<file path="src/dma_master_pkg.sv">
// shared constants and carriers for the descriptor and fifo bus master
package dma_master_pkg;

    // ****************************************************
    // bus commands and lane masks (cbe_n, active low)
    // ****************************************************
    localparam logic [3:0] CMD_MEM_READ   = 4'h6;   // memory read
    localparam logic [3:0] CMD_MEM_WRITE  = 4'h7;   // memory write
    localparam logic [3:0] BE_ALL_LANES   = 4'h0;   // whole dword
    localparam logic [3:0] BE_TOP_BYTE    = 4'h7;   // lane 3 only
    localparam logic [3:0] BE_TOP_HALF    = 4'h3;   // lanes 3 and 2

    // ****************************************************
    // descriptor layout and structure styles
    // ****************************************************
    localparam logic [7:0] DESC_OFF_00    = 8'h00;  // first dword
    localparam logic [7:0] DESC_OFF_04    = 8'h04;  // second dword
    localparam logic [7:0] DESC_OFF_08    = 8'h08;  // third dword
    localparam logic [7:0] STYLE_16BIT    = 8'h00;  // 16-bit structures
    localparam logic [7:0] STYLE_32BIT    = 8'h02;  // 32-bit structures
    localparam logic [7:0] STYLE_BURST    = 8'h03;  // 32-bit, burst order

    // ****************************************************
    // address stepping
    // ****************************************************
    localparam logic [31:0] ADDR_STEP     = 32'h0000_0004; // one dword
    localparam logic [1:0]  LINEAR_ORDER  = 2'h0;          // ad[1:0]

    // one descriptor write request from the buffer manager
    typedef struct packed {
        logic [31:0] base;                    // descriptor start address
        logic [31:0] descriptor_word_one;     // status and ownership
        logic [31:0] descriptor_word_two;     // counts / extra status
        logic [7:0]  software_structure_style;
        logic        burst_write_enable;
    } desc_req_t;

    // one planned descriptor data phase
    typedef struct packed {
        logic [7:0]  offset;                  // offset from base
        logic [31:0] data;                    // lane-placed data
        logic [3:0]  be_n;                    // active-low lanes
    } desc_step_t;

endpackage

</file>
<file path="src/desc_write_plan.sv">
// lookup of address, data and lanes for each descriptor write phase
`timescale 1ns/100ps
`default_nettype none

module desc_write_plan
    import dma_master_pkg::*;
(
    input  wire desc_req_t  req,
    input  wire logic       phase_idx,
    output var  desc_step_t step,
    output var  logic       burst
);

    // ****************************************************
    // style decode
    // ****************************************************
    wire logic is_style16 = (req.software_structure_style == STYLE_16BIT);
    wire logic is_style3  = (req.software_structure_style == STYLE_BURST);

    // burst only in the burst-ordered style; other styles ignore it
    assign burst = is_style3 && req.burst_write_enable;

    // short names for the two words
    wire logic [31:0] w1 = req.descriptor_word_one;
    wire logic [31:0] w2 = req.descriptor_word_two;

    // ****************************************************
    // phase table
    // ****************************************************
    // unknown style codes fall back to the plain 32-bit layout
    always_comb begin
        if (is_style16) begin
            if (!phase_idx) begin
                // low halves of both words first
                step = '{DESC_OFF_04, {w2[15:0], w1[15:0]}, BE_ALL_LANES};
            end else begin
                // ownership byte last so software sees it after status
                step = '{DESC_OFF_00, {w1[31:24], 24'h000000}, BE_TOP_BYTE};
            end
        end else if (is_style3) begin
            if (!phase_idx) begin
                step = '{DESC_OFF_00, w2, BE_ALL_LANES};
            end else begin
                step = '{DESC_OFF_04, {w1[31:16], 16'h0000}, BE_TOP_HALF};
            end
        end else begin
            if (!phase_idx) begin
                step = '{DESC_OFF_08, w2, BE_ALL_LANES};
            end else begin
                step = '{DESC_OFF_04, {w1[31:16], 16'h0000}, BE_TOP_HALF};
            end
        end
    end

endmodule
`default_nettype wire

</file>
<file path="src/dma_bus_master.sv">
// bus master sequencer for descriptor status writes and fifo data moves
//
// Notes on behaviour
// - 16-bit style: offset 04 then byte at 00
// - style 2: word two at 08, then 04
// - style 3: 00 then 04, burst if enabled
// - internal logic requests fifo data transfers
// - after grant, run consecutive transfers then release; req_n is dropped in ST_GAP after every transfer
// - one mastership period: all reads or writes
// - fifo transfers use ascending contiguous addresses
// - fifo transfers support non-burst and burst
// - descriptor writes: one irdy wait per phase
// - burst descriptor write only style 3 enabled
// - non-burst: frame drops after each address
// - address bits 1:0 zero, linear burst order
`timescale 1ns/100ps
`default_nettype none

module dma_bus_master
    import dma_master_pkg::*;
(
    input  wire logic        clk,
    input  wire logic        nrst,
    // descriptor write request
    input  wire logic        desc_start,
    input  wire desc_req_t   desc_req,
    // fifo transfer request
    input  wire logic        fifo_start,
    input  wire logic        fifo_read,
    input  wire logic        fifo_burst,
    input  wire logic [31:0] fifo_addr,
    input  wire logic        fifo_more,
    // fifo write stream (fifo to memory)
    input  wire logic        wr_valid,
    input  wire logic [31:0] wr_data,
    output logic             wr_ready,
    // fifo read stream (memory to fifo)
    output logic             rd_valid,
    output logic [31:0]      rd_data,
    // status
    output logic             busy,
    output logic             done,
    // arbitration
    output logic             req_n,
    input  wire logic        gnt_n,
    // bus pins, split into in / out / enable
    input  wire logic        frame_n_in,
    output logic             frame_n_out,
    output logic             frame_n_oe,
    input  wire logic        irdy_n_in,
    output logic             irdy_n_out,
    output logic             irdy_n_oe,
    input  wire logic        trdy_n,
    input  wire logic [31:0] ad_in,
    output logic [31:0]      ad_out,
    output logic             ad_oe,
    output logic [3:0]       cbe_n_out,
    output logic             cbe_n_oe
);

    // ****************************************************
    // state and registers
    // ****************************************************
    typedef enum logic [2:0] {
        ST_IDLE, ST_REQ, ST_ADDR, ST_WAIT, ST_DATA, ST_GAP
    } state_t;

    state_t      state_q, state_d;   // sequencer state
    desc_req_t   desc_q, desc_d;     // captured descriptor request
    logic        is_desc_q, is_desc_d; // descriptor or fifo period
    logic        dir_read_q, dir_read_d; // direction of this period
    logic        fburst_q, fburst_d; // fifo burst allowed
    logic        idx_q, idx_d;       // descriptor phase index
    logic        last_q, last_d;     // current data phase is final
    logic        more_q, more_d;     // another transfer after the gap
    logic [31:0] addr_q, addr_d;     // current transfer address
    logic [31:0] ad_q, ad_d;         // driven ad value
    logic [3:0]  cbe_q, cbe_d;       // driven command / lanes
    logic        rd_valid_q;         // read word strobe
    logic [31:0] rd_data_q;          // read word

    // ****************************************************
    // descriptor phase lookup
    // ****************************************************
    desc_step_t  step;               // planned phase
    logic        desc_burst;         // descriptor burst selected

    // a burst continuation always moves to the second phase
    wire logic phase_idx = (state_q == ST_DATA) ? 1'b1 : idx_q;

    desc_write_plan u_plan (
        .req       (desc_q),
        .phase_idx (phase_idx),
        .step      (step),
        .burst     (desc_burst)
    );

    // ****************************************************
    // decode wires
    // ****************************************************
    // wait for an idle bus so we never collide with the last owner
    wire logic bus_ok   = !gnt_n && frame_n_in && irdy_n_in;
    wire logic data_ack = (state_q == ST_DATA) && !trdy_n;
    wire logic fifo_wr  = !is_desc_q && !dir_read_q;

    // start address of the next transfer
    wire logic [31:0] desc_addr = desc_q.base + {24'h000000, step.offset};
    wire logic [31:0] next_addr = is_desc_q ? desc_addr : addr_q;

    // direction is fixed for the whole period
    wire logic [3:0] cmd = dir_read_q ? CMD_MEM_READ : CMD_MEM_WRITE;

    // data and lanes of the phase about to start
    wire logic [31:0] phase_data = is_desc_q ? step.data
                                 : (dir_read_q ? 32'h0000_0000 : wr_data);
    wire logic [3:0]  phase_be   = is_desc_q ? step.be_n : BE_ALL_LANES;

    // descriptor: final unless burst and first phase
    // fifo: final when non-burst, no more wanted, or grant taken away
    wire logic fifo_last  = !fburst_q || !fifo_more || gnt_n;
    wire logic phase_last = is_desc_q ? !(desc_burst && !phase_idx)
                                      : fifo_last;

    // another separate transfer after this one completes
    wire logic again = is_desc_q ? !idx_q
                     : (fifo_more && (dir_read_q || wr_valid));

    // ****************************************************
    // next-state logic
    // ****************************************************
    // one process keeps the phase loading in a single place
    always_comb begin
        state_d    = state_q;
        desc_d     = desc_q;
        is_desc_d  = is_desc_q;
        dir_read_d = dir_read_q;
        fburst_d   = fburst_q;
        idx_d      = idx_q;
        last_d     = last_q;
        more_d     = more_q;
        addr_d     = addr_q;
        ad_d       = ad_q;
        cbe_d      = cbe_q;
        wr_ready   = 1'b0;
        case (state_q)
            ST_IDLE: begin
                // descriptor writes take priority over fifo moves
                if (desc_start) begin
                    desc_d     = desc_req;
                    is_desc_d  = 1'b1;
                    dir_read_d = 1'b0;
                    idx_d      = 1'b0;
                    state_d    = ST_REQ;
                end else if (fifo_start) begin
                    // fifo moves requested by the internal sequencer
                    is_desc_d  = 1'b0;
                    dir_read_d = fifo_read;
                    fburst_d   = fifo_burst;
                    addr_d     = {fifo_addr[31:2], LINEAR_ORDER};
                    state_d    = ST_REQ;
                end
            end
            ST_REQ: begin
                // address phase with linear burst order
                if (bus_ok) begin
                    addr_d  = {next_addr[31:2], LINEAR_ORDER};
                    ad_d    = {next_addr[31:2], LINEAR_ORDER};
                    cbe_d   = cmd;
                    state_d = ST_ADDR;
                end
            end
            ST_ADDR: begin
                // first data phase of the transfer
                ad_d     = phase_data;
                cbe_d    = phase_be;
                last_d   = phase_last;
                wr_ready = fifo_wr;
                // descriptor writes insert a wait state
                state_d  = is_desc_q ? ST_WAIT : ST_DATA;
            end
            ST_WAIT: begin
                state_d = ST_DATA;
            end
            ST_DATA: begin
                if (!trdy_n) begin
                    addr_d = addr_q + ADDR_STEP;
                    if (last_q) begin
                        // final phase, burst or not: new address phase per transfer
                        idx_d   = 1'b1;
                        more_d  = again;
                        state_d = ST_GAP;
                    end else begin
                        // burst continuation, next dword
                        idx_d    = 1'b1;
                        ad_d     = phase_data;
                        cbe_d    = phase_be;
                        last_d   = phase_last;
                        wr_ready = fifo_wr;
                        state_d  = is_desc_q ? ST_WAIT : ST_DATA;
                    end
                end
            end
            ST_GAP: begin
                // idle cycle, then keep going while work remains
                state_d = more_q ? ST_REQ : ST_IDLE;
            end
            default: begin
                state_d = ST_IDLE;
            end
        endcase
    end

    // ****************************************************
    // registers
    // ****************************************************
    // sequencer state, synchronous active-low reset
    always_ff @(posedge clk) begin
        if (!nrst) begin
            state_q <= ST_IDLE;
        end else begin
            state_q <= state_d;
        end
    end

    // request context; value only matters once a request is taken
    always_ff @(posedge clk) begin
        if (!nrst) begin
            desc_q     <= '0;
            is_desc_q  <= 1'b0;
            dir_read_q <= 1'b0;
            fburst_q   <= 1'b0;
            idx_q      <= 1'b0;
        end else begin
            desc_q     <= desc_d;
            is_desc_q  <= is_desc_d;
            dir_read_q <= dir_read_d;
            fburst_q   <= fburst_d;
            idx_q      <= idx_d;
        end
    end

    // address and pin drive registers
    always_ff @(posedge clk) begin
        if (!nrst) begin
            last_q <= 1'b1;
            more_q <= 1'b0;
            addr_q <= 32'h0000_0000;
            ad_q   <= 32'h0000_0000;
            cbe_q  <= 4'hF;
        end else begin
            last_q <= last_d;
            more_q <= more_d;
            addr_q <= addr_d;
            ad_q   <= ad_d;
            cbe_q  <= cbe_d;
        end
    end

    // read words are captured on the cycle the target is ready
    always_ff @(posedge clk) begin
        if (!nrst) begin
            rd_valid_q <= 1'b0;
            rd_data_q  <= 32'h0000_0000;
        end else begin
            rd_valid_q <= data_ack && dir_read_q && !is_desc_q;
            if (data_ack && dir_read_q) begin
                rd_data_q <= ad_in;
            end
        end
    end

    // ****************************************************
    // pin decode
    // ****************************************************
    wire logic in_phase = (state_q == ST_WAIT) || (state_q == ST_DATA);
    wire logic owning   = (state_q == ST_ADDR) || in_phase
                       || (state_q == ST_GAP);

    // frame held only while more data phases follow
    assign frame_n_out = !((state_q == ST_ADDR) || (in_phase && !last_q));
    assign frame_n_oe  = owning;
    // irdy stays high during the descriptor wait state
    assign irdy_n_out  = !(state_q == ST_DATA);
    assign irdy_n_oe   = owning;
    assign ad_out      = ad_q;
    // reads release ad for the target after the address phase
    assign ad_oe       = (state_q == ST_ADDR) || (in_phase && !dir_read_q);
    assign cbe_n_out   = cbe_q;
    assign cbe_n_oe    = (state_q == ST_ADDR) || in_phase;
    // request held from ST_REQ through the data phases, dropped in the ST_GAP cycle
    assign req_n       = !((state_q == ST_REQ) || (state_q == ST_ADDR)
                        || in_phase);
    assign rd_valid    = rd_valid_q;
    assign rd_data     = rd_data_q;
    assign busy        = (state_q != ST_IDLE);
    assign done        = (state_q == ST_GAP) && !more_q;

endmodule
`default_nettype wire

</file>
<file path="config.mk">
export PLATFORM = sky130hd
export DESIGN_NAME = dma_bus_master
export DESIGN_NICKNAME = d
export VERILOG_FILES = /design/src/dma_master_pkg.sv /design/src/desc_write_plan.sv /design/src/dma_bus_master.sv
export SDC_FILE = /design/constraint.sdc
export NUM_CORES = 1
export LEC_CHECK = 0
export BUFFER_PORTS_ARGS = -buffer_cell sky130_fd_sc_hd__buf_2
export CAP_MARGIN = 30
export CORE_MARGIN = 3
export CORE_UTILIZATION = 40
export DETAILED_ROUTE_END_ITERATION = 8
export HOLD_SLACK_MARGIN = 0.15
export PLACE_DENSITY = 0.64
export SETUP_SLACK_MARGIN = 0.02
export SYNTH_ARGS = -nofsm -noshare
export SYNTH_HDL_FRONTEND = slang
export SYNTH_SLANG_ARGS = --single-unit
</file>
<file path="constraint.sdc">
create_clock -name clk -period 8 [get_ports clk]
set_input_delay 0.4 -clock clk [delete_from_list [all_inputs] [get_ports clk]]
set_output_delay 0.4 -clock clk [all_outputs]
set_load 0.1 [all_outputs]
</file>
* Yosys cells after proc, flatten, opt, wreduce, memory -nomap -nowiden
Cells that the tools add are included.
** Storage, ports and cells
- Flip-flop bits (word level) :: 215
- Latch bits :: 0
- Bits in writable memories :: 0
- Memory bits (read-only) :: 0
- Input bits :: 213
- Output and inout bits :: 79
- Word-level logic and storage cells :: 133
- Memories kept :: 0
** Cells by class
- $add $sub $neg :: 2
- $mul :: 0
- Div/mod/pow operators :: 0
- Order comparisons :: 0
- Equal/unequal tests :: 13
- Shift-type cells :: 0
- Mux-type cells :: 46
- Bitwise operators :: 2
- Reduce and logical (&&, ||, !) cells :: 53
** Operators with widths (count)
- $mux 32 :: 9
- $pmux 32 s3 :: 2
- $mux 44 :: 2
- $mux 39 :: 2
- $mux 40 :: 1
- $add 32x3->32 const B :: 1
- $add 32x8->32 :: 1
- $mux 3 :: 6
- $pmux 3 s6 :: 1
- $mux 4 :: 4
- $mux 1 :: 15
- $logic_not 1->1 :: 14
- $logic_and 1x1->1 :: 12
- $ne 2x2->1 const B :: 6
- $pmux 4 s3 :: 1
- $reduce_and 3->1 :: 4
- $logic_or 1x1->1 :: 10
- $reduce_bool 3->1 :: 3
- $eq 8x2->1 const B :: 1
- $logic_not 8->1 :: 1
- $eq 3x2->1 const B :: 2
- $eq 3x3->1 const B :: 2
- $pmux 1 s2 :: 3
- $reduce_and 2->1 :: 3
- 7 further kinds :: 10

* Depth between registers and ports, before layout
- Word-level depth :: 9
- Depth in mapped cells :: 14
- Depth with buffers taken out :: 12

* Modules after synthesis
A second synthesis with hierarchy kept.
** Unflattened totals
- Cells, all modules :: 1554
- Area, all modules :: 11516.0 um^2
** Modules (own cells, without submodules)
- dma_bus_master :: instances 1, cells each 1402, area each 10592.7 um^2, seq. area each 4264.1 um^2
- desc_write_plan :: instances 1, cells each 152, area each 923.4 um^2, seq. area each 0.0 um^2

* Worst setup path after synthesis
OpenSTA, ideal clock, no wires.
- Path type :: reg-to-output
- Start :: reg state_q[1]
- End :: out frame_n_out
- Arrival time :: 2967 ps
- Required time :: 7600 ps
- Path slack :: 4633 ps
- Cell stages (with the launch flop) :: 7
- Path buffers :: 2
- Cells stage by stage :: dfxtp_1 > buf_6 > clkbuf_1 > nor2b_1 > nor2_1 > inv_1 > a22oi_1
** On the way
- Cells in the longest elaborated chain, start to end :: 5
- Elaborated cells on any way between the ends :: 7
- Those cells by class :: 3 x eq/ne; 4 x reduce/logical
** Ends and longest elaborated chain
- start, declared :: RTL line dma_bus_master.sv:68 : state_t state_q, state_d;
- start signal, assigned :: RTL line dma_bus_master.sv:221 : state_q <= state_d;
- $eq 3x2->1 / $eq 3x3->1 (equally long branches) :: RTL line dma_bus_master.sv:275 : wire logic in_phase = (state_q == ST_WAIT) || (state_q == ST_DATA);
- $logic_or 1x1->1 :: RTL line dma_bus_master.sv:275
- $logic_and 1x1->1 :: RTL line dma_bus_master.sv:280 : assign frame_n_out = !((state_q == ST_ADDR) || (in_phase && !last_q));
- $logic_or 1x1->1 * :: RTL line dma_bus_master.sv:280
- $logic_not 1->1 * :: RTL line dma_bus_master.sv:280
- end, declared :: RTL line dma_bus_master.sv:48 : output logic frame_n_out,
Every way passes the cells marked *; elsewhere a longest branch is shown, timed or not.

* Worst setup path after layout
- Start :: reg state_q[0]
- End :: reg ad_q[16], in the netlist ad_out[16]
** On the way
- Cells in the longest elaborated chain, start to end :: 9
- Elaborated cells on any way between the ends :: 21
- Those cells by class :: 1 x add/sub; 6 x eq/ne; 12 x mux; 2 x reduce/logical
** Ends and longest elaborated chain
- $eq 3x3->1 :: RTL line dma_bus_master.sv:89, dma_bus_master.sv:145
- $mux 1 :: RTL line dma_bus_master.sv:89 : wire logic phase_idx = (state_q == ST_DATA) ? 1'b1 : idx_q;
- $mux 40 / $mux 39 (equally long branches) :: RTL line desc_write_plan.sv:47, desc_write_plan.sv:41
- $mux 44 :: RTL line desc_write_plan.sv:40 : end else if (is_style3) begin
- $mux 44 :: RTL line desc_write_plan.sv:32 : if (is_style16) begin
- $add 32x8->32 / $mux 32 (equally long branches) :: RTL line dma_bus_master.sv:107, dma_bus_master.sv:114
- $mux 32, on equally long branches :: RTL line dma_bus_master.sv:108, dma_bus_master.sv:187
- $mux 32, on equally long branches :: RTL line dma_bus_master.sv:165, dma_bus_master.sv:185
- $pmux 32 s3 :: RTL line dma_bus_master.sv:145 : case (state_q)
- end signal, assigned :: RTL line dma_bus_master.sv:248 : ad_q <= 32'h0000_0000;
- end signal, assigned :: RTL line dma_bus_master.sv:254 : ad_q <= ad_d;
- end, declared :: RTL line dma_bus_master.sv:77 : logic [31:0] ad_q, ad_d;
Parallel ways exist; a longest one is shown, timed or not. The select of a mux whose other input is x is not followed.
A chain may end at the register's enable or synchronous reset.

==> out/qor.csv <==
stage,metric,value,unit
run_status,status,completed,
finish,Area growth syn-to-layout,33.61,%
hold_path,hold_sp,desc_req[98],
global_route,GR Overflow Total,0,
logic_synthesis,register area share after synthesis,39.10,%
logic_synthesis,most common flop cell mapped by yosys,dfxtp_1,
logic_synthesis,Post-synth EDFFs,0,
critical_path,WS Path Type,flip-flop to flip-flop,
logic_synthesis,post-synthesis cell count,1451,
pwr,sw power,2109,µW
critical_path,Crit path largest cell delay,0.91,ns
routing,via count,12266,
routing,wire length per cell,19.72,µm
hold_path,WHS Endpoint,desc_q[98],
logic_synthesis,number of synthesized register bits,211,
clocking,CTS root buf,clkbuf_16,
routing,drc violations,0,
sta,Relative slew margins,28.98,%
pwr,Leak,0.005689,µW
place,GP Congestion,0.9349,
routing,DR pass1 iterations,6,
clocking,Post-CTS Setup Bufs,0,
hold_path,hold depth,3,
critical_path,Worst Path Buf+Inv,1,
logic_synthesis,async set-reset flop share out of synthesis,0,%
die,height of the die,170.4,µm
clocking,TritonCTS clock tree,built,
place,IO Port Bufs,287,
logic_synthesis,Synth cell types,86,
logic_synthesis,largest family of logic cells by synthesized area,compound AO/OA/AOI/OAI gates,
critical_path,"CP delay by family, top",adder cells,
pwr,Clock Power Share,24.3,%
sta,Fin Clk Skew,0.01452,ns
clocking,clock buffer depth,3,
sta,Final Max Slew Viols,0,
sta,setup TNS,0,ns
logic_synthesis,"Net Count, Synth",1669,
sta,Final min period,4.349,ns
routing,Routed WL,42.54,mm
critical_path,"Slowest-stage cell, CP",dfxtp_1,
critical_path,CP arrival,4.71,ns
critical_path,R2R depth,11,
routing,Iter 0 DRT Violations,1449,
routing,vias per cell,5.687,
pwr,worst vdd ir,0.1531,mV
pwr,Sw Ratio,46.17,%
global_route,vias in the first global route,11424,
logic_synthesis,mux cell area share after synthesis,1.390,%
finish,most frequent cells in the layout,"383 x nand2_1, 287 x buf_2, 238 x a21oi_1",
global_route,largest net degree at the start of global routing,96,
logic_synthesis,Post-Synthesis Cell Area,0.01080,mm²
sta,Max Freq,0.2299,GHz
critical_path,"critical path fanouts, max",22,
clocking,Sink Count,211,
critical_path,Worst R2R Setup Slack,3.65,ns
die,Horiz. Die Dim,170.4,µm
global_route,met1 Track Usage GR,38.00,%
logic_synthesis,simple-gate share of the synthesized area,24.88,%
die,Die Area,0.02902,mm²
place,HPWL Detailed,29.01,mm
sta,Worst Tran Pin Value,1.065,ns
finish,share of cells above drive strength 1,21.09,%
global_route,global routing's busiest layer,met2,
global_route,gr usage total,27.90,%
sta,final hold vios,0,
global_route,antenna violations before repair,2,
die,standard-cell rows,59,
global_route,first-pass GRT wire length,64.16,mm
pwr,Comb power frac,43.5,%
critical_path,Setup crit start kind,flip-flop,
sta,crit share post-route,54.37,%
sta,unrepaired setup endpoints after global routing,no,
pwr,Power Density,316.5,mW/mm²
global_route,met2 GRT Util,43.65,%
finish,Finished Core Util,54.93,%
pwr,internal power,2459,µW
routing,ANT nets after route,0,
die,I/O Pins,292,
global_route,met3 GRT Util,4.994,%
critical_path,CP Cell Sequence,nor3b_4 > nor2_1 > inv_1 > ha_1 > ha_1 > fa_1 > nand4_2 > nor2_1 > xor2_1 > o21ai_0 > a31oi_1,
die,core area,0.02628,mm²
logic_synthesis,adder-cell share of the synthesized area,0.6485,%
logic_synthesis,compound-cell area share of the yosys netlist,25.54,%
logic_synthesis,Synth Area per Inst,7.446,µm²
critical_path,CP Capture Type,flip-flop,
die,initial core utilization,41.11,%
flow_run,max_cap viols,0,
logic_synthesis,YS warnings,0,
pwr,Reg power frac,32.2,%
clocking,Skew-Pair Late Insertion Delay,0.53,ns
clocking,CTS buffer count,25,
sta,Setup-failing EPs final,0,
logic_synthesis,Synth Area in XOR/XNOR,2.756,%
clocking,H-tree levels,1,
critical_path,Required @ worst endpoint,8.36,ns
hold_path,min-delay worst type,primary input to flip-flop,
critical_path,reg2reg end,ad_out[16],
critical_path,worst r2r src,state_q[0],
finish,"most common cell after layout, fill and taps aside",nand2_1,
clocking,register clock-pin slew on the reported worst setup and hold paths,0.06,ns
finish,Final #Nets,2022,
==> routing by layer <==
metal,vias up,share of wire (%)
li1,5807,-
met1,5685,41
met3,108,9.6
met5,-,0.024
met4,2,4.6
met2,664,44
==> worst min-delay path: stages <==
cell     delay (ns)
buf_2          0.09
nand2_1        0.07
a21oi_1        0.06
==> cells in the mapped netlist (5+ instances only) <==
library cell | number | area share [%]
nand2_1 | 384 | 13
a21oi_1 | 238 | 11
dfxtp_1 | 211 | 39
clkbuf_1 | 74 | 2.6
nor2_1 | 69 | 2.4
o21ai_0 | 55 | 2.5
a31oi_1 | 26 | 1.5
nand3_1 | 25 | 1.2
buf_2 | 23 | 1.1
inv_1 | 22 | 0.76
nor3_1 | 22 | 1.0
xnor2_1 | 21 | 1.7
nand4_1 | 19 | 1.1
mux2i_1 | 15 | 1.4
a211o_1 | 14 | 1.1
a22oi_1 | 13 | 0.90
xor2_1 | 13 | 1.1
a211oi_1 | 11 | 0.76
a221oi_1 | 10 | 0.81
and2_1 | 10 | 0.58
and3_1 | 10 | 0.58
o211ai_1 | 9 | 0.63
nand2b_1 | 8 | 0.46
nor2b_1 | 8 | 0.46
o21ai_1 | 8 | 0.37
and4_1 | 6 | 0.49
buf_4 | 6 | 0.42
buf_6 | 6 | 0.63
o22ai_1 | 6 | 0.35
or3_1 | 6 | 0.35
a221oi_2 | 5 | 0.69
a311oi_1 | 5 | 0.41
nor4_1 | 5 | 0.29
==> per-stage QoR <==
stage / setup WS (ns) / std cells / hold WS (ns) / total power (µW) / cell area, µm²
2_1_floorplan: 4.633 / 1451 / 0.4360 / 2916 / 10800
3_3_place_gp: 3.771 / 1976 / 0.4281 / 3363 / 12280
3_5_place_dp: 3.735 / 1976 / 0.4353 / 3388 / 12280
4_1_cts: 3.728 / 2156 / 0.1509 / 4544 / 14430
5_1_grt: 3.405 / 2157 / 0.1557 / 4808 / 14440
6_report: 3.651 / 2157 / 0.1434 / 4569 / 14440
==> registers in the layout (all words and copies together) (netlist names) <==
name        count
desc_q        103
more_q          1
cbe_n_out       4
fburst_q        1
ad_out         32
last_q          1
idx_q           1
is_desc_q       1
dir_read_q      1
rd_valid        1
state_q         3
addr_q         30
rd_data        32
==> worst max path at each step <==
stage / end / cells after the start / from / slack, ns
2_1_floorplan: frame_n_out / 6 / state_q[1] / 4.63
3_3_place_gp: ad_out[16] / 11 / state_q[0] / 3.77
3_5_place_dp: ad_out[16] / 11 / state_q[0] / 3.74
4_1_cts: ad_out[16] / 11 / state_q[0] / 3.73
5_1_grt: ad_out[22] / 11 / state_q[0] / 3.40
6_report: ad_out[16] / 11 / state_q[0] / 3.65
==> area by class of cell <==
class	count	area, µm²
multi-input cells	1102	5987
fillers	2524	11850
clock inverters	12	105.1
inverters	25	96.34
diodes	1	2.502
repair buffers	439	2918
flip-flops and latches	211	4225
clock buffers	32	681.9
well taps	335	419.2
==> what timing repair did <==
item / in CTS / in global routing
hold endpoints to repair: 136 / 0
resized for setup: 0 / 0
hold buffers: 136 / 0
==> power by group through the flow <==
stage / combinational [µW] / clock (µW) / sequential (µW)
after floorplan: 1330 / 0 / 1580
after global placement: 1880 / 0 / 1480
after detailed placement: 1900 / 0 / 1490
after CTS: 1960 / 1120 / 1460
after global routing: 2130 / 1170 / 1500
final: 1990 / 1110 / 1470
==> kinds of logic after synthesis <==
logic type	after synthesis
xor gates and xnor gates	34
and+or+nand+nor	598
adders and majority gates	5
buffers and inverters	138
DFF	211
muxes	15
AOI/OAI and AO/OA	450
(Power assumes the default switching activity.)
